===== config.mk =====
export PLATFORM = sky130hd
export DESIGN_NAME = compare_clear_exec_unit
export DESIGN_NICKNAME = d
export VERILOG_FILES = /design/src/rtl/cmp_exec_pkg.sv /design/src/rtl/addr_adder.sv /design/src/rtl/cmp_flag_unit.sv /design/src/rtl/compare_clear_exec_unit.sv
export SDC_FILE = /design/constraint.sdc
export NUM_CORES = 1
export LEC_CHECK = 0
export CORE_MARGIN = 2
export CORE_UTILIZATION = 65
export CTS_CLUSTER_SIZE = 8
export DETAILED_ROUTE_END_ITERATION = 7
export DONT_BUFFER_PORTS = 1
export MAX_ROUTING_LAYER = met4
export PLACE_DENSITY = 0.8
export SKIP_LAST_GASP = 1
export SLEW_MARGIN = 40
export SYNTH_ARGS = -nofsm -noshare
export SYNTH_HDL_FRONTEND = slang
export SYNTH_SLANG_ARGS = --single-unit

===== constraint.sdc =====
create_clock -name ref_clk_i -period 6.62 [get_ports ref_clk_i]
set_input_delay 1.324 -clock ref_clk_i [delete_from_list [all_inputs] [get_ports ref_clk_i]]
set_output_delay 1.324 -clock ref_clk_i [all_outputs]
set_load 0.02 [all_outputs]

===== src/rtl/cmp_exec_pkg.sv =====
// shared constants and types of the compare/clear execution unit
package cmp_exec_pkg;

  // opcodes handled by the unit
  localparam logic [7:0] OPC_CLR_DIR  = 8'h90;
  localparam logic [7:0] OPC_CLR_IND  = 8'h91;
  localparam logic [7:0] OPC_CP_RR    = 8'h92;
  localparam logic [7:0] OPC_CP_RIR   = 8'h93;
  localparam logic [7:0] OPC_CP_FULL  = 8'h94;
  localparam logic [7:0] OPC_CP_IDST  = 8'hE6;
  localparam logic [7:0] OPC_CP_ISRC  = 8'hE7;
  localparam logic [7:0] OPC_CP_PAIR  = 8'h72;
  localparam logic [7:0] OPC_CP_PINC  = 8'hB4;
  localparam logic [7:0] OPC_CP_PDEC  = 8'hC2;
  localparam logic [7:0] OPC_CP_PIDX  = 8'h60;
  localparam logic [7:0] OPC_CP_IDXR  = 8'h7F;
  localparam logic [7:0] OPC_CP_IDXM  = 8'h26;
  localparam logic [7:0] OPC_CP_ABSR  = 8'hC4;
  localparam logic [7:0] OPC_CP_ABSM  = 8'hC5;
  localparam logic [7:0] OPC_CP_MM    = 8'h73;
  localparam logic [7:0] OPC_CP_IMMR  = 8'h95;
  localparam logic [7:0] OPC_CP_IMMP  = 8'hF3;
  localparam logic [7:0] OPC_CP_IMMA  = 8'h2F;
  localparam logic [7:0] OPC_CP_JUMP  = 8'h9F;

  localparam logic [3:0] OPC_EXT_NIB  = 4'h9;

  // pointer steps and reset values
  localparam logic [15:0] STEP_UP     = 16'h0001;
  localparam logic [15:0] STEP_DOWN   = 16'hFFFF;
  localparam logic [15:0] STEP_NONE   = 16'h0000;
  localparam logic [15:0] ADDR_RST    = 16'h0000;
  localparam logic [7:0]  BYTE_RST    = 8'h00;
  localparam logic [7:0]  ZERO_BYTE   = 8'h00;
  localparam logic [7:0]  NEXT_BYTE   = 8'h01;

  typedef enum logic [2:0] {
    LOC_NONE, LOC_REG, LOC_RIND, LOC_PAIR, LOC_PIDX, LOC_ABS, LOC_IMM
  } loc_type;

  typedef enum logic [1:0] {
    PM_NONE, PM_POSTINC, PM_PREDEC, PM_JUMPINC
  } ptr_mode_type;

  typedef enum logic [4:0] {
    ST_IDLE, ST_OPND, ST_IND, ST_IPTR, ST_REG, ST_PH, ST_PL, ST_PCALC,
    ST_XH, ST_XL, ST_XCALC, ST_MEM, ST_GOT, ST_EXEC, ST_WBH, ST_WBL,
    ST_CLR
  } state_type;

  // ofs holds the offset, the absolute address or the immediate byte
  typedef struct packed {
    loc_type     loc;
    logic [7:0]  raddr;
    logic [7:0]  xaddr;
    logic [15:0] ofs;
  } opnd_type;

  typedef struct packed {
    logic         clear;
    logic         jump;
    logic         jump_true;
    logic         illegal;
    ptr_mode_type pmode;
    logic [7:0]   jofs;
    opnd_type     dst;
    opnd_type     src;
  } plan_type;

  typedef struct packed {
    logic [7:0] opc;
    logic [7:0] b1;
    logic [7:0] b2;
    logic [7:0] b3;
    logic [7:0] b4;
  } instr_type;

  typedef struct packed {
    logic c;
    logic z;
    logic s;
    logic v;
  } flags_type;

  localparam flags_type FLAGS_RST = '0;

endpackage : cmp_exec_pkg


===== src/rtl/addr_adder.sv =====
// plain adder for pointers, indexed addresses and branch targets
module addr_adder #(
  parameter int W = 16
) (
  input  wire logic [W-1:0] a_i,
  input  wire logic [W-1:0] b_i,
  output logic      [W-1:0] sum_o
);

  // wraps modulo 2**W, as pointer and pc arithmetic do
  assign sum_o = a_i + b_i;

endmodule : addr_adder


===== src/rtl/cmp_flag_unit.sv =====
// byte subtraction that only yields carry, zero, sign and overflow
module cmp_flag_unit
  import cmp_exec_pkg::*;
(
  input  wire logic [7:0] dst_i,
  input  wire logic [7:0] src_i,
  output flags_type       flags_o
);

  logic [8:0] diff;

  assign diff = {1'b0, dst_i} - {1'b0, src_i};

  always_comb begin
    flags_o.c = diff[8];
    flags_o.z = (diff[7:0] == ZERO_BYTE);
    flags_o.s = diff[7];
    flags_o.v = (dst_i[7] != src_i[7]) && (diff[7] != dst_i[7]);
  end

endmodule : cmp_flag_unit


===== src/rtl/compare_clear_exec_unit.sv =====
// execution unit for clear, byte compare and compare-and-jump
//
// How it works
// - clear writes zero, flags untouched
// - compare sets flags, never writes result
// - carry set on borrow
// - zero flag on zero difference
// - sign flag from difference top bit
// - overflow flag; decimal, half-carry kept
// - register compares, direct and indirect
// - source pair incremented after compare
// - source pair decremented before fetch
// - destination pair incremented after compare
// - destination pair decremented before compare
// - memory source via all addressing modes
// - memory destination via all addressing modes
// - memory to memory through two pairs
// - immediate compare against three destinations
// - jump-if-false branches on nonzero difference
// - jump-if-true branches on zero difference
module compare_clear_exec_unit
  import cmp_exec_pkg::*;
(
  input  wire logic        ref_clk_i,
  input  wire logic        rst_n_i,
  input  wire logic        start_i,
  input  instr_type        instr_i,
  input  wire logic [15:0] next_pc_i,
  input  wire logic [3:0]  wreg_base_i,
  input  wire logic [7:0]  reg_rdata_i,
  input  wire logic [7:0]  mem_rdata_i,
  output logic             busy_o,
  output logic             done_o,
  output logic             illegal_o,
  output logic [7:0]       reg_addr_o,
  output logic             reg_rd_o,
  output logic             reg_wr_o,
  output logic [7:0]       reg_wdata_o,
  output logic [15:0]      mem_addr_o,
  output logic             mem_rd_o,
  output flags_type        flags_o,
  output logic             flags_we_o,
  output logic             pc_load_o,
  output logic [15:0]      pc_target_o
);

  ////////////////////////////////////////////////////////////////////////
  // instruction decode

  function automatic plan_type decode(instr_type in, logic [3:0] wb);
    plan_type   p;
    logic [7:0] w_hi;
    logic [7:0] w_lo;
    logic [7:0] w_b2;
    logic [7:0] pr;
    logic [7:0] pr_hi;
    logic [7:0] rsel;
    p     = '0;
    w_hi  = {wb, in.b1[7:4]};
    w_lo  = {wb, in.b1[3:0]};
    w_b2  = {wb, in.b2[3:0]};
    pr    = {wb, in.b1[3:1], 1'b0};
    pr_hi = {wb, in.b1[7:5], 1'b0};
    rsel  = in.b1[0] ? in.b3 : in.b4;
    case (in.opc)
      OPC_CLR_DIR, OPC_CLR_IND: begin
        p.clear     = 1'b1;
        p.dst.loc   = (in.opc == OPC_CLR_DIR) ? LOC_REG : LOC_RIND;
        p.dst.raddr = in.b1;
      end
      OPC_CP_RR, OPC_CP_RIR: begin
        p.dst.loc   = LOC_REG;
        p.dst.raddr = w_hi;
        p.src.loc   = (in.opc == OPC_CP_RR) ? LOC_REG : LOC_RIND;
        p.src.raddr = w_lo;
      end
      OPC_CP_FULL: begin
        p.src.loc   = LOC_REG;
        p.src.raddr = in.b1;
        p.dst.loc   = LOC_REG;
        p.dst.raddr = in.b2;
      end
      OPC_CP_IDST: begin
        p.illegal   = (in.b2[7:4] != OPC_EXT_NIB);
        p.src.loc   = LOC_REG;
        p.src.raddr = in.b1;
        p.dst.loc   = LOC_RIND;
        p.dst.raddr = w_b2;
      end
      OPC_CP_ISRC: begin
        p.illegal   = (in.b1[7:4] != OPC_EXT_NIB);
        p.src.loc   = LOC_RIND;
        p.src.raddr = w_lo;
        p.dst.loc   = LOC_REG;
        p.dst.raddr = in.b2;
      end
      OPC_CP_PAIR, OPC_CP_PINC, OPC_CP_PDEC: begin
        p.illegal = (in.b1[7:4] != OPC_EXT_NIB);
        p.pmode   = (in.opc == OPC_CP_PINC) ? PM_POSTINC :
                    (in.opc == OPC_CP_PDEC) ? PM_PREDEC : PM_NONE;
        if (in.b1[0]) begin
          p.dst = '{LOC_REG, in.b2, BYTE_RST, ADDR_RST};
          p.src = '{LOC_PAIR, pr, BYTE_RST, ADDR_RST};
        end else begin
          p.dst = '{LOC_PAIR, pr, BYTE_RST, ADDR_RST};
          p.src = '{LOC_REG, in.b2, BYTE_RST, ADDR_RST};
        end
      end
      OPC_CP_PIDX: begin
        p.illegal = (in.b2[7:4] != OPC_EXT_NIB);
        if (in.b1[0]) begin
          p.dst = '{LOC_PIDX, pr, pr_hi, ADDR_RST};
          p.src = '{LOC_REG, w_b2, BYTE_RST, ADDR_RST};
        end else begin
          p.dst = '{LOC_REG, w_b2, BYTE_RST, ADDR_RST};
          p.src = '{LOC_PIDX, pr, pr_hi, ADDR_RST};
        end
      end
      // short offset when the pair low bit is one, long otherwise
      OPC_CP_IDXR, OPC_CP_IDXM: begin
        p.illegal = (in.b1[7:4] != OPC_EXT_NIB);
        if (in.opc == OPC_CP_IDXR) begin
          p.dst.loc   = LOC_REG;
          p.dst.raddr = rsel;
          p.src.loc   = LOC_PAIR;
          p.src.raddr = pr;
          p.src.ofs   = in.b1[0] ? {BYTE_RST, in.b2} : {in.b2, in.b3};
        end else begin
          p.src.loc   = LOC_REG;
          p.src.raddr = rsel;
          p.dst.loc   = LOC_PAIR;
          p.dst.raddr = pr;
          p.dst.ofs   = in.b1[0] ? {BYTE_RST, in.b2} : {in.b2, in.b3};
        end
      end
      OPC_CP_ABSR: begin
        p.illegal = (in.b1[7:4] != OPC_EXT_NIB);
        p.dst     = '{LOC_REG, w_lo, BYTE_RST, ADDR_RST};
        p.src     = '{LOC_ABS, BYTE_RST, BYTE_RST, {in.b2, in.b3}};
      end
      OPC_CP_ABSM: begin
        p.illegal = (in.b1[7:4] != OPC_EXT_NIB);
        p.src     = '{LOC_REG, w_lo, BYTE_RST, ADDR_RST};
        p.dst     = '{LOC_ABS, BYTE_RST, BYTE_RST, {in.b2, in.b3}};
      end
      OPC_CP_MM: begin
        p.illegal = (in.b1[7:4] != OPC_EXT_NIB);
        p.src     = '{LOC_PAIR, pr, BYTE_RST, ADDR_RST};
        p.dst     = '{LOC_PAIR, in.b2, BYTE_RST, ADDR_RST};
      end
      OPC_CP_IMMR: begin
        p.dst = '{LOC_REG, in.b1, BYTE_RST, ADDR_RST};
        p.src = '{LOC_IMM, BYTE_RST, BYTE_RST, {BYTE_RST, in.b2}};
      end
      OPC_CP_IMMP: begin
        p.illegal = (in.b1[7:4] != OPC_EXT_NIB);
        p.dst     = '{LOC_PAIR, pr, BYTE_RST, ADDR_RST};
        p.src     = '{LOC_IMM, BYTE_RST, BYTE_RST, {BYTE_RST, in.b2}};
      end
      OPC_CP_IMMA: begin
        p.dst = '{LOC_ABS, BYTE_RST, BYTE_RST, {in.b1, in.b2}};
        p.src = '{LOC_IMM, BYTE_RST, BYTE_RST, {BYTE_RST, in.b4}};
      end
      OPC_CP_JUMP: begin
        p.jump      = 1'b1;
        p.jump_true = in.b1[4];
        p.pmode     = PM_JUMPINC;
        p.jofs      = in.b2;
        p.dst       = '{LOC_REG, w_lo, BYTE_RST, ADDR_RST};
        p.src       = '{LOC_PAIR, pr_hi, BYTE_RST, ADDR_RST};
      end
      default: begin
        p.illegal = 1'b1;
      end
    endcase
    return p;
  endfunction : decode

  ////////////////////////////////////////////////////////////////////////
  // datapath

  state_type   state_reg;
  plan_type    plan_reg;
  plan_type    plan_new;
  logic        sel_reg;
  logic        from_mem_reg;
  logic [15:0] port_addr_reg;
  logic [7:0]  hi_reg;
  logic [15:0] ptr_reg;
  logic [7:0]  wb_pair_reg;
  logic [7:0]  dst_val_reg;
  logic [7:0]  src_val_reg;
  logic [7:0]  wdata_reg;
  logic [15:0] pc_base_reg;
  opnd_type    cur;
  logic [15:0] ptr_full;
  logic [15:0] step;
  logic [15:0] step_sum;
  logic [15:0] base;
  logic [15:0] ofs_a;
  logic [15:0] ofs_b;
  logic [15:0] ofs_sum;
  logic [15:0] pc_sum;
  logic [7:0]  got_val;
  flags_type   cmp_flags;
  logic        take;
  logic        need_wb;

  assign plan_new = decode(instr_i, wreg_base_i);
  assign cur      = sel_reg ? plan_reg.src : plan_reg.dst;
  assign ptr_full = {hi_reg, reg_rdata_i};
  assign got_val  = from_mem_reg ? mem_rdata_i : reg_rdata_i;

  assign step = (plan_reg.pmode == PM_PREDEC) ? STEP_DOWN :
                (plan_reg.pmode == PM_NONE)   ? STEP_NONE : STEP_UP;
  // predecrement fetches through the already stepped pointer
  assign base  = (plan_reg.pmode == PM_PREDEC) ? step_sum : ptr_full;
  assign ofs_a = (state_reg == ST_XCALC) ? ptr_reg : base;
  assign ofs_b = (state_reg == ST_XCALC) ? ptr_full : cur.ofs;

  addr_adder #(.W(16)) u_step (
    .a_i   (ptr_full),
    .b_i   (step),
    .sum_o (step_sum)
  );

  addr_adder #(.W(16)) u_ofs (
    .a_i   (ofs_a),
    .b_i   (ofs_b),
    .sum_o (ofs_sum)
  );

  addr_adder #(.W(16)) u_pc (
    .a_i   (pc_base_reg),
    .b_i   ({{8{plan_reg.jofs[7]}}, plan_reg.jofs}),
    .sum_o (pc_sum)
  );

  cmp_flag_unit u_cmp (
    .dst_i   (dst_val_reg),
    .src_i   (src_val_reg),
    .flags_o (cmp_flags)
  );

  assign take = plan_reg.jump && (plan_reg.jump_true == cmp_flags.z);

  assign need_wb = (plan_reg.pmode == PM_POSTINC) ||
                   (plan_reg.pmode == PM_PREDEC) ||
                   (plan_reg.pmode == PM_JUMPINC && !take);

  ////////////////////////////////////////////////////////////////////////
  // sequencer

  always_ff @(posedge ref_clk_i or negedge rst_n_i) begin
    if (!rst_n_i) begin
      state_reg <= ST_IDLE;
      sel_reg   <= 1'b0;
      plan_reg  <= '0;
    end else begin
      case (state_reg)
        ST_IDLE: begin
          if (start_i) begin
            plan_reg  <= plan_new;
            sel_reg   <= 1'b0;
            state_reg <= plan_new.illegal ? ST_IDLE : ST_OPND;
          end
        end
        ST_OPND: begin
          case (cur.loc)
            LOC_REG:  state_reg <= plan_reg.clear ? ST_CLR : ST_REG;
            LOC_RIND: state_reg <= ST_IND;
            LOC_PAIR: state_reg <= ST_PH;
            LOC_PIDX: state_reg <= ST_PH;
            LOC_ABS:  state_reg <= ST_MEM;
            default:  state_reg <= ST_EXEC;
          endcase
        end
        ST_IND:   state_reg <= ST_IPTR;
        ST_IPTR:  state_reg <= plan_reg.clear ? ST_CLR : ST_REG;
        ST_REG:   state_reg <= ST_GOT;
        ST_PH:    state_reg <= ST_PL;
        ST_PL:    state_reg <= ST_PCALC;
        ST_PCALC: state_reg <= (cur.loc == LOC_PIDX) ? ST_XH : ST_MEM;
        ST_XH:    state_reg <= ST_XL;
        ST_XL:    state_reg <= ST_XCALC;
        ST_XCALC: state_reg <= ST_MEM;
        ST_MEM:   state_reg <= ST_GOT;
        ST_GOT: begin
          if (!sel_reg && plan_reg.src.loc != LOC_NONE) begin
            sel_reg   <= 1'b1;
            state_reg <= ST_OPND;
          end else begin
            state_reg <= ST_EXEC;
          end
        end
        ST_EXEC:  state_reg <= need_wb ? ST_WBH : ST_IDLE;
        ST_WBH:   state_reg <= ST_WBL;
        default:  state_reg <= ST_IDLE;
      endcase
    end
  end

  ////////////////////////////////////////////////////////////////////////
  // port address, write data and pointer capture

  always_ff @(posedge ref_clk_i or negedge rst_n_i) begin
    if (!rst_n_i) begin
      port_addr_reg <= ADDR_RST;
      wdata_reg     <= BYTE_RST;
      hi_reg        <= BYTE_RST;
      ptr_reg       <= ADDR_RST;
      wb_pair_reg   <= BYTE_RST;
      pc_base_reg   <= ADDR_RST;
    end else begin
      case (state_reg)
        ST_IDLE: begin
          if (start_i) begin
            pc_base_reg <= next_pc_i;
          end
        end
        ST_OPND: begin
          port_addr_reg <= (cur.loc == LOC_ABS) ? cur.ofs :
                           {BYTE_RST, cur.raddr};
          wdata_reg     <= ZERO_BYTE;
        end
        ST_IPTR: port_addr_reg <= {BYTE_RST, reg_rdata_i};
        ST_PL, ST_XL: begin
          hi_reg        <= reg_rdata_i;
          port_addr_reg <= {BYTE_RST, port_addr_reg[7:0] + NEXT_BYTE};
        end
        ST_PH, ST_XH: begin
          port_addr_reg <= {BYTE_RST, port_addr_reg[7:0] + NEXT_BYTE};
        end
        ST_PCALC: begin
          ptr_reg       <= step_sum;
          wb_pair_reg   <= cur.raddr;
          port_addr_reg <= (cur.loc == LOC_PIDX) ? {BYTE_RST, cur.xaddr} :
                           ofs_sum;
        end
        ST_XCALC: port_addr_reg <= ofs_sum;
        ST_EXEC: begin
          port_addr_reg <= {BYTE_RST, wb_pair_reg};
          wdata_reg     <= ptr_reg[15:8];
        end
        ST_WBH: begin
          port_addr_reg <= {BYTE_RST, port_addr_reg[7:0] + NEXT_BYTE};
          wdata_reg     <= ptr_reg[7:0];
        end
        default: begin
        end
      endcase
    end
  end

  ////////////////////////////////////////////////////////////////////////
  // operand capture

  always_ff @(posedge ref_clk_i or negedge rst_n_i) begin
    if (!rst_n_i) begin
      dst_val_reg  <= BYTE_RST;
      src_val_reg  <= BYTE_RST;
      from_mem_reg <= 1'b0;
    end else begin
      from_mem_reg <= (state_reg == ST_MEM);
      if (state_reg == ST_GOT && !sel_reg) begin
        dst_val_reg <= got_val;
      end
      if (state_reg == ST_GOT && sel_reg) begin
        src_val_reg <= got_val;
      end
      if (state_reg == ST_OPND && cur.loc == LOC_IMM) begin
        src_val_reg <= cur.ofs[7:0];
      end
    end
  end

  ////////////////////////////////////////////////////////////////////////
  // results: flags, branch and completion

  always_ff @(posedge ref_clk_i or negedge rst_n_i) begin
    if (!rst_n_i) begin
      flags_o     <= FLAGS_RST;
      flags_we_o  <= 1'b0;
      pc_load_o   <= 1'b0;
      pc_target_o <= ADDR_RST;
      done_o      <= 1'b0;
      illegal_o   <= 1'b0;
    end else begin
      flags_we_o <= 1'b0;
      pc_load_o  <= 1'b0;
      done_o     <= 1'b0;
      illegal_o  <= 1'b0;
      if (state_reg == ST_IDLE && start_i && plan_new.illegal) begin
        illegal_o <= 1'b1;
        done_o    <= 1'b1;
      end
      if (state_reg == ST_EXEC) begin
        if (!plan_reg.jump) begin
          flags_o    <= cmp_flags;
          flags_we_o <= 1'b1;
        end
        if (take) begin
          pc_load_o   <= 1'b1;
          pc_target_o <= pc_sum;
        end
        done_o <= !need_wb;
      end
      if (state_reg == ST_WBL || state_reg == ST_CLR) begin
        done_o <= 1'b1;
      end
    end
  end

  ////////////////////////////////////////////////////////////////////////
  // port strobes

  assign busy_o      = (state_reg != ST_IDLE);
  assign reg_addr_o  = port_addr_reg[7:0];
  assign mem_addr_o  = port_addr_reg;
  assign reg_wdata_o = wdata_reg;
  assign mem_rd_o    = (state_reg == ST_MEM);
  assign reg_rd_o    = (state_reg inside {ST_REG, ST_IND, ST_PH, ST_PL,
                                          ST_XH, ST_XL});
  // clear is a write, no flag update
  assign reg_wr_o    = (state_reg inside {ST_CLR, ST_WBH, ST_WBL});

endmodule : compare_clear_exec_unit


==> results.md, run 1 <==
- Vias per inst: 6.887
- Placed Area: 0.01356 mm^2
- CP startpoint kind: flip-flop
- Tot Pwr: 5980 uW
- CP Data Arrival Time: 5.44 ns
- Final Slew Violations: 0
- Slew @ Worst Pin: 0.9229 ns
- R2R depth: 18
- Global-route wire length before repair: 64260 um
- Largest area contributor in the synthesized netlist: dfrtp_1
- CTS resizes: 0
- Post-Syn Instances: 1572
- # Post-CTS Setup Buffers: 0
- Max reg flops: 81
- Internal: 3174 uW
- Unrepaired setup endpoints after global routing: no
- Wirelength, routed: 40100 um
- H-tree levels: 4
- Sequential area share after synthesis: 0.3699
- Grt ovf: 0
- Status: completed
- Mapped Avg Cell Area: 8.607 um^2
- IO Pins: 139
- Fillers: 1649
- Relative slew slack: 0.3672
- CTS Buf Count: 17
- Final GP Congestion: 0.9905
- Clock Latency Late Sink: 0.45 ns
- Via count: 12250
- Share of cells above drive strength 1: 0.06963
- Largest net degree at the start of global routing: 201
- Synth-to-layout area growth: 5.216%
- Global routing usage on met2: 0.5826
- Diode count: 0
- Commonest cells after routing, fill and taps aside: nand2_1, dfrtp_1, o21ai_0
- Worst setup path end: mem_addr_o[15]
- Maxcap violations: 0
- Clock sinks: 200
- R2r endpoint: mem_addr_o[15]
- Setup TNS: 0 ns
- Pwr dens: 420.1 mW/mm^2
- Remaining antenna violation count: 0
- Nets@finish: 1622
- Unique cell type count in the Yosys netlist: 86
- Multi-input logic area: 0.007885 mm^2
- Root buf cell: clkbuf_16
- Port Buffers: 0
- Register Area: 0.005006 mm^2
- Total Routing Usage GR: 0.3828
- Net Count, Synth: 1699
- Endpoint class of the critical path: flip-flop
- Final instance area: 0.01424 mm^2
- Seq pwr share: 0.336
- Reg2reg setup slack: 1.52 ns
- Drc violations: 0
- TritonCTS clock tree: yes
- Launch point of the worst reg-to-reg path: plan_reg[78]
- Mapped Area: 0.01353 mm^2
- Endpoints failing setup: 0
- Layer with the highest usage: met2
- Antenna violations before repair: 0
- Chip width: 148.3 um
- Die height: 148.3 um
- First-pass DRT Iterations: 6
- Crit Path Class: flip-flop to flip-flop
- Clk pwr share: 0.198
- Comb pwr share: 0.466
- Pleak: 0.006330 uW
- Setup ws final: 1.523 ns
- Asr flop ratio synth: 1.000
- Critical Path RT: 6.96 ns
- Starting Density: 0.6665
- CTS clk-pin slew, worst paths: 0.09 ns
- First DRT Iteration DRCs: 1181
- CTS Hold Bufs: 0
- Vias in the first global route: 11830
- Synth Register Bits: 200
- Crit path launch: plan_reg[78]
- GR Util met3: 0.09387
- YS warnings: 0
- Crit Path Max Fanout: 33
- Worst slack, placed: 1.228 ns
- Most common cell after layout, fill and taps aside: nand2_1
- Post-DP HPWL: 28820 um
- Psw: 2806 uW
- Hold crit path type: flip-flop to flip-flop
- Routed len/inst: 22.55 um
- Final hold violations: 0
- Fin crit share: 0.7699
- Core ar.: 0.02030 mm^2
- Worst Skew: 0.01870 ns
- Post-synth EDFFs: 0
- Post-synth top area share: 0.3699
- Top cells by area, synth: dfrtp_1, nand2_1, o21ai_0
- Main synth FF type: dfrtp_1
- Tmin final: 5.097 ns
- Sw Share: 0.4693
- DIE AREA: 0.02199 mm^2
- Max Fclk: 196.2 MHz
- Met1 Track Usage GR: 0.4938
- Clk buf depth: 2
- Number of cell rows: 52
- Maximum vdd ir drop: 0.0002582 V
==> final cells by class <==
| class | count | area share |
|---|---|---|
| inverters | 51 | 0.01345 |
| multi-input cells | 1207 | 0.5539 |
| flip-flops and latches | 200 | 0.3516 |
| repair buffers | 18 | 0.01002 |
| well taps | 270 | 0.02373 |
| clock inverters | 15 | 0.01740 |
| clock buffers | 17 | 0.02988 |
==> cells by family (layout without fill, tap and decap cells) <==
logic type / after synthesis / in the layout / synth area share
simple gates: 523 / 523 / 0.1812
compound gates: 475 / 475 / 0.2341
fa+ha+maj: 48 / 48 / 0.04605
mux: 97 / 97 / 0.07657
flops: 200 / 200 / 0.3699
xor+xnor: 64 / 64 / 0.04143
buf+inv: 165 / 101 / 0.05067
==> power groups by stage <==
stage | Combinational [uW] | Sequential [uW] | Clock (uW)
after floorplan | 2330 | 1790 | 0
after global placement | 2620 | 2010 | 0
after detailed placement | 2700 | 2020 | 0
after CTS | 2730 | 2000 | 1190
after global routing | 3090 | 2050 | 1230
final | 2790 | 2010 | 1180
==> metal layers <==
metal,wire length (um),part of all wire
met3,3716,0.093
met4,1692,0.042
met5,0,0
met2,18530,0.46
met1,16160,0.40
==> critical path, stage by stage (launching register included) <==
cell and delay, ns:
dfrtp_1 0.40, inv_1 0.13, ha_1 0.16, buf_4 0.33, clkinv_1 0.49, o2bb2ai_1 0.37, o31a_1 0.21, o22ai_2 0.12
o311ai_2 0.37, o21ai_0 0.16, xnor2_1 0.14, o21ai_0 0.31, ha_1 0.36, and4_1 0.21, and3_1 0.19, o31a_1 0.28
o41ai_1 0.33, xnor2_1 0.10, a221o_1 0.30
==> how the worst min path moves through the flow <==
stage / from / endpoint / slack [ns] / depth (start not counted)
3_3_place_gp: plan_reg[29] / plan_reg[29] / 0.45 / 2
3_5_place_dp: plan_reg[69] / plan_reg[69] / 0.47 / 1
6_report: plan_reg[59] / plan_reg[59] / 0.49 / 1
2_1_floorplan: plan_reg[29] / plan_reg[29] / 0.44 / 2
5_1_grt: plan_reg[67] / plan_reg[67] / 0.51 / 2
4_1_cts: plan_reg[69] / plan_reg[69] / 0.49 / 1
==> synthesized netlist by cell type (5+ instances only) <==
| cell | count |
|---|---|
| nand2_1 | 221 |
| dfrtp_1 | 200 |
| o21ai_0 | 152 |
| nor2_1 | 123 |
| a21oi_1 | 85 |
| clkbuf_1 | 76 |
| mux2i_1 | 63 |
| inv_1 | 50 |
| ha_1 | 45 |
| xnor2_1 | 40 |
| a22oi_1 | 33 |
| nand3_1 | 33 |
| a22o_1 | 32 |
| mux2_2 | 25 |
| nor3_1 | 25 |
| xor2_1 | 24 |
| a21o_1 | 21 |
| buf_2 | 19 |
| a221oi_1 | 18 |
| nor2b_1 | 18 |
| a222oi_1 | 17 |
| or3_1 | 16 |
| and3_1 | 14 |
| a31oi_1 | 13 |
| o21a_1 | 12 |
| nand2b_1 | 11 |
| a211oi_1 | 10 |
| nor4_1 | 10 |
| o211ai_1 | 10 |
| o221ai_1 | 10 |
| buf_1 | 9 |
| and2_1 | 8 |
| buf_4 | 8 |
| mux2_1 | 7 |
| o31ai_1 | 7 |
| nand4_1 | 5 |
| o2111ai_1 | 5 |
| or4_1 | 5 |
==> stage by stage <==
step | util | hold slack (ns) | instances
5_1_grt | 0.7013 | 0.5055 | 1778
3_5_place_dp | 0.6679 | 0.4687 | 1746
2_1_floorplan | - | 0.4444 | 1572
6_report | 0.7013 | 0.4871 | 1778
3_3_place_gp | 0.6658 | 0.4550 | 1745
4_1_cts | 0.7011 | 0.4878 | 1778
Note: power is estimated with default switching activity, not from simulation.
==> run 2, diff against run 1 <==
--- a/config.mk
+++ b/config.mk
@@ -6,12 +6,12 @@
 export NUM_CORES = 1
 export LEC_CHECK = 0
 export CORE_MARGIN = 2
-export CORE_UTILIZATION = 65
+export CORE_UTILIZATION = 59
 export CTS_CLUSTER_SIZE = 8
 export DETAILED_ROUTE_END_ITERATION = 7
 export DONT_BUFFER_PORTS = 1
 export MAX_ROUTING_LAYER = met4
-export PLACE_DENSITY = 0.8
+export PLACE_DENSITY = 0.77
 export SKIP_LAST_GASP = 1
 export SLEW_MARGIN = 40
 export SYNTH_ARGS = -nofsm -noshare
==> constraint.sdc (replaced) <==
create_clock -name ref_clk_i -period 4.1 [get_ports ref_clk_i]
set_input_delay 0.82 -clock ref_clk_i [delete_from_list [all_inputs] [get_ports ref_clk_i]]
set_output_delay 0.82 -clock ref_clk_i [all_outputs]
set_load 0.02 [all_outputs]
==> results.md, run 2 (synthesis gave the netlist of run 1 again) <==
- Status: complete, but fails checks
- Failing checks: setup timing
- Launch point of the worst reg-to-reg path: plan_reg[78]
- Share of cells above drive strength 1: 0.1389
- Max reg flops: 81
- DIE AREA: 0.02416 mm^2
- Register Area: 0.005006 mm^2
- Critical Path RT: 4.45 ns
- Crit Path Class: flip-flop to flip-flop
- Core ar.: 0.02257 mm^2
- Diode count: 0
- Most common cell after layout, fill and taps aside: nand2_1
- Number of cell rows: 55
- Starting Density: 0.5994
- Port Buffers: 0
- Wirelength, routed: 42280 um
- Clock Latency Late Sink: 0.46 ns
- Fillers: 1803
- Multi-input logic area: 0.008069 mm^2
- Clock sinks: 200
- Vias per inst: 6.734
- Final GP Congestion: 1.002
- H-tree levels: 4
- Routed len/inst: 22.45 um
- Remaining antenna violation count: 0
- R2r endpoint: mem_addr_o[15]
- Largest net degree at the start of global routing: 201
- Placed cells: 1839
- Slew @ Worst Pin: 0.8330 ns
- Commonest cells after routing, fill and taps aside: nand2_1, dfrtp_1, o21ai_0
- Antenna violations before repair: 0
- Total Routing Usage GR: 0.3597
- Chip width: 155.4 um
- Die height: 155.4 um
- Pleak: 0.006806 uW
- First DRT Iteration DRCs: 1427
- TritonCTS clock tree: yes
- Max Fclk: 228.5 MHz
- CTS Buf Count: 17
- Relative slew slack: 0.4388
- Setup ws final: -0.2769 ns
- Setup TNS: -0.7172 ns
- CP Data Arrival Time: 4.72 ns
- CTS clk-pin slew, worst paths: 0.09 ns
- Global-route wire length before repair: 66760 um
- Maxcap violations: 0
- Worst Skew: 0.01655 ns
- Synth-to-layout area growth: 11.74%
- Vias in the first global route: 11980
- Post-DP HPWL: 30480 um
- Grt ovf: 0
- Tmin final: 4.377 ns
- Tot Pwr: 10550 uW
- Via count: 12680
- Nets@finish: 1712
- Final Slew Violations: 0
- R2R depth: 21
- Maximum vdd ir drop: 0.0003267 V
- Unrepaired setup endpoints after global routing: yes
- Pwr dens: 697.8 mW/mm^2
- Reg2reg setup slack: -0.28 ns
- Final hold violations: 0
- Crit Path Max Fanout: 3
- IO Pins: 139
- Drc violations: 0
- Clk buf depth: 2
- CP startpoint kind: flip-flop
- Hold crit path type: input port to asynchronous set/reset pin
- Hold WS: 0.05644 ns
- Endpoint class of the critical path: flip-flop
- First-pass DRT Iterations: 6
- Endpoints failing setup: 5
- Fin crit share: 1.068
- Fin cells: 1883
- Root buf cell: clkbuf_16
==> run 2: routing by layer <==
metal / wire (um) / part of all wire / vias to the layer above / track usage
met2: 19780 / 0.47 / 645 / 0.5670
met1: 17190 / 0.41 / 6139 / 0.4643
li1: - / - / 5753 / -
met3: 3502 / 0.083 / 144 / 0.06212
met5: 0 / 0 / - / -
met4: 1809 / 0.043 / 0 / 0.1446
==> run 2: worst max-delay path by stage <==
stage	startpoint	endpoint	slack, ns
after global routing	plan_reg[78]	mem_addr_o[15]	-0.51
final	plan_reg[78]	mem_addr_o[15]	-0.28
after detailed placement	reg_rdata_i[0]	mem_addr_o[15]	-0.40
after CTS	plan_reg[79]	mem_addr_o[15]	-0.14
after global placement	reg_rdata_i[0]	mem_addr_o[15]	-0.33
after floorplan	plan_reg[78]	mem_addr_o[15]	-0.42
==> run 2: cell type report <==
type                            count  area share
Clock buffer                       17     0.02814
Clock inverter                     15     0.01647
Inverter                           51     0.01266
Multi-Input combinational cell   1207      0.5337
Sequential cell                   200      0.3311
Tap cell                          285     0.02358
Timing Repair Buffer              108     0.05437
==> run 2: what timing repair did <==
item,4_1_cts,5_1_grt
buffers inserted,10,3
pin swaps,10,17
setup endpoints to repair,7,10
hold buffers,0,0
resized for setup,18,23
==> run 2: stage by stage <==
stage	setup WS, ns	util	area, um^2
after floorplan	-0.4157	-	13570
after global placement	-0.3316	0.6271	14150
after detailed placement	-0.3997	0.6280	14170
after CTS	-0.1438	0.6645	15000
after global routing	-0.5133	0.6698	15120
final	-0.2769	0.6698	15120
==> run 2: report_power, final <==
| group | switching [uW] | total [uW] | internal, uW |
|---|---|---|---|
| logic | 3040 | 5500 | 2460 |
| registers | 741 | 3150 | 2410 |
| clock network | 1000 | 1890 | 890 |
==> run 2: worst max-delay path, stage by stage, from the launching register on <==
cell and delay, ns:
dfrtp_1 0.40, inv_2 0.12, ha_4 0.14, inv_2 0.04
ha_4 0.16, ha_4 0.15, and3b_2 0.20, o21a_1 0.20
o31a_1 0.28, o22ai_4 0.25, buf_6 0.14, o311ai_2 0.08
buf_4 0.16, o21a_1 0.18, or3_1 0.30, a31oi_1 0.20
ha_1 0.27, o21a_1 0.11, o31a_1 0.13, o41ai_2 0.34
xnor2_1 0.11, a221o_1 0.29
==> run 3, diff against run 2 <==
--- a/config.mk
+++ b/config.mk
@@ -5,13 +5,14 @@
 export SDC_FILE = /design/constraint.sdc
 export NUM_CORES = 1
 export LEC_CHECK = 0
+export ABC_AREA = 1
 export CORE_MARGIN = 2
-export CORE_UTILIZATION = 59
+export CORE_UTILIZATION = 65
 export CTS_CLUSTER_SIZE = 8
 export DETAILED_ROUTE_END_ITERATION = 7
 export DONT_BUFFER_PORTS = 1
 export MAX_ROUTING_LAYER = met4
-export PLACE_DENSITY = 0.77
+export PLACE_DENSITY = 0.8
 export SKIP_LAST_GASP = 1
 export SLEW_MARGIN = 40
 export SYNTH_ARGS = -nofsm -noshare
==> constraint.sdc (replaced) <==
create_clock -name ref_clk_i -period 4.6 [get_ports ref_clk_i]
set_input_delay 0.92 -clock ref_clk_i [delete_from_list [all_inputs] [get_ports ref_clk_i]]
set_output_delay 0.92 -clock ref_clk_i [all_outputs]
set_load 0.02 [all_outputs]
==> results.md, run 3 <==
- Starting Density: 0.6653
- Number of cell rows: 52
- Final Slew Violations: 0
- Synth Area in XOR/XNOR: 0.02512
- Largest area contributor in the synthesized netlist: dfrtp_1
- Crit Path Max Fanout: 25
- Die height: 148.4 um
- Final hold violations: 0
- Synth Area in Compound Gates: 0.2092
- Post-Synth Adder-Cell Area: 0.04599
- Nets@finish: 1982
- First DRT Iteration DRCs: 1703
- Tmin final: 4.006 ns
- Via count: 13470
- Largest net degree at the start of global routing: 201
- Drc violations: 0
- Most numerous cell in the Yosys netlist: nand2_1
- R2R depth: 25
- Post-Syn Instances: 1894
- Synth Register Bits: 200
- Final GP Congestion: 1.062
- Area share of and/or/nand/nor cells after synthesis: 0.2580
- Global-route wire length before repair: 68190 um
- Clock Latency Late Sink: 0.45 ns
- Remaining antenna violation count: 0
- Largest family of logic cells by synthesized area: simple AND/OR/NAND/NOR gates
- Worst Skew: 0.01485 ns
- Most used cell, CP: nand2_1
- Maximum vdd ir drop: 0.0003035 V
- Net Count, Synth: 2021
- Slowest Stage Delay on Critical Path: 0.38 ns
- Critical Path RT: 4.98 ns
- Top cells by area, synth: dfrtp_1, nand2_1, o21ai_0
- Max reg flops: 81
- Root buf cell: clkbuf_16
- Setup TNS: 0 ns
- Share of cells above drive strength 1: 0.07013
- Reg2reg setup slack: 0.59 ns
- Commonest cells after routing, fill and taps aside: nand2_1, inv_1, o21ai_0
- Main synth FF type: dfrtp_1
- R2r endpoint: mem_addr_o[13]
- H-tree levels: 4
- Chip width: 148.4 um
- Asr flop ratio synth: 1.000
- Status: completed
- Relative slew slack: 0.4288
- Mapped Avg Cell Area: 7.154 um^2
- Core ar.: 0.02036 mm^2
- WP buf/inv: 4
- Fin crit share: 0.8709
- Vias per inst: 6.302
- Routed len/inst: 20.33 um
- Hold crit path type: input port to asynchronous set/reset pin
- Clk buf depth: 2
- Unique cell type count in the Yosys netlist: 63
- CP Data Arrival Time: 4.39 ns
- Pwr dens: 565.8 mW/mm^2
- Post-DP HPWL: 32350 um
- # Post-CTS Setup Buffers: 0
- Hold WS: 0.1512 ns
- Pleak: 0.006861 uW
- Crit Path Class: flip-flop to flip-flop
- First-pass DRT Iterations: 7
- Most common cell after layout, fill and taps aside: nand2_1
- Post-synth top area share: 0.3694
- Multiplexer share of the synthesized area: 0.001662
- Critical path's slowest cell: dfrtp_1
- Synth-to-layout area growth: 5.513%
- Port Buffers: 0
- DIE AREA: 0.02202 mm^2
- YS warnings: 0
- IO Pins: 139
- Antenna violations before repair: 0
- TritonCTS clock tree: yes
- Vias in the first global route: 12800
- Diode count: 0
- Maxcap violations: 0
- Launch point of the worst reg-to-reg path: plan_reg[78]
- CTS resizes: 0
- Unrepaired setup endpoints after global routing: no
- Clock sinks: 200
- Grt ovf: 0
- CP startpoint kind: flip-flop
- Total Routing Usage GR: 0.4101
- Sequential area share after synthesis: 0.3694
- Crit path max-delay family: compound AO/OA/AOI/OAI gates
- Max Fclk: 249.6 MHz
- Endpoints failing setup: 0
- CTS Buf Count: 17
- Slew @ Worst Pin: 0.8536 ns
- CTS clk-pin slew, worst paths: 0.09 ns
- Top cells by count, synth: nand2_1, inv_1, o21ai_0
- CTS Hold Bufs: 0
- Endpoint class of the critical path: flip-flop
- Wirelength, routed: 43460 um
- Mapped Area: 0.01355 mm^2
- Post-synth EDFFs: 0
[run 3: cell types whose count changed after synthesis, sizes merged, moves of 34 or more]
cell	change
nand2	+346
clkbuf	-34
inv	+171
mux2i	-62
o21ai	+81
nand3	+42
[run 3: layer usage]
| layer | global-route usage | wire length [um] | vias up |
|---|---|---|---|
| met3 | 0.07883 | 4018 | 172 |
| met4 | 0.2000 | 2413 | 0 |
| met2 | 0.6505 | 20200 | 726 |
| met5 | - | 0 | - |
| li1 | - | - | 6224 |
| met1 | 0.5074 | 16830 | 6351 |
[run 3: worst max path at each step]
stage	startpoint	endpoint	slack (ns)	depth (start not counted)
4_1_cts	plan_reg[78]	mem_addr_o[13]	0.68	25
3_3_place_gp	reg_rdata_i[0]	mem_addr_o[13]	0.71	21
6_report	plan_reg[78]	mem_addr_o[13]	0.59	25
5_1_grt	plan_reg[78]	mem_addr_o[13]	0.13	25
2_1_floorplan	reg_rdata_i[0]	mem_addr_o[13]	1.02	21
3_5_place_dp	reg_rdata_i[0]	mem_addr_o[13]	0.59	21
[run 3: area by class of cell]
cell class / instances / area, um^2
inverters: 222 / 840.8
clock buffers: 17 / 425.4
well taps: 270 / 337.8
flip-flops and latches: 200 / 5005
repair buffers: 17 / 127.6
multi-input cells: 1397 / 7330
fillers: 1647 / 6068
clock inverters: 15 / 230.2
[run 3: cells by family (layout without fill, tap and decap cells)]
family / Yosys count / count (layout)
xor gates and xnor gates: 38 / 38
and+or+nand+nor: 828 / 828
muxes: 1 / 1
DFF: 200 / 200
adders and majority gates: 48 / 48
buffers and inverters: 297 / 271
AOI/OAI and AO/OA: 482 / 482
[run 3: per-stage QoR]
step	cell area (um^2)	util	instances	total power, uW	worst slack (ns)
after floorplan	13550	-	1894	5475	1.017
after global placement	13630	0.6694	2106	6239	0.7057
after detailed placement	13640	0.6698	2106	6357	0.5880
after CTS	14300	0.7020	2138	7992	0.6753
after global routing	14300	0.7020	2138	8588	0.1258
final	14300	0.7020	2138	8089	0.5938
[run 3: where the power goes]
part	switching [uW]	total, uW	leakage (uW)	internal [uW]
Sequential	622	2880	0.00261	2260
Combinational	2400	3550	0.00393	1150
Clock	839	1650	0.000313	812
Total	3860	8090	0.00686	4230
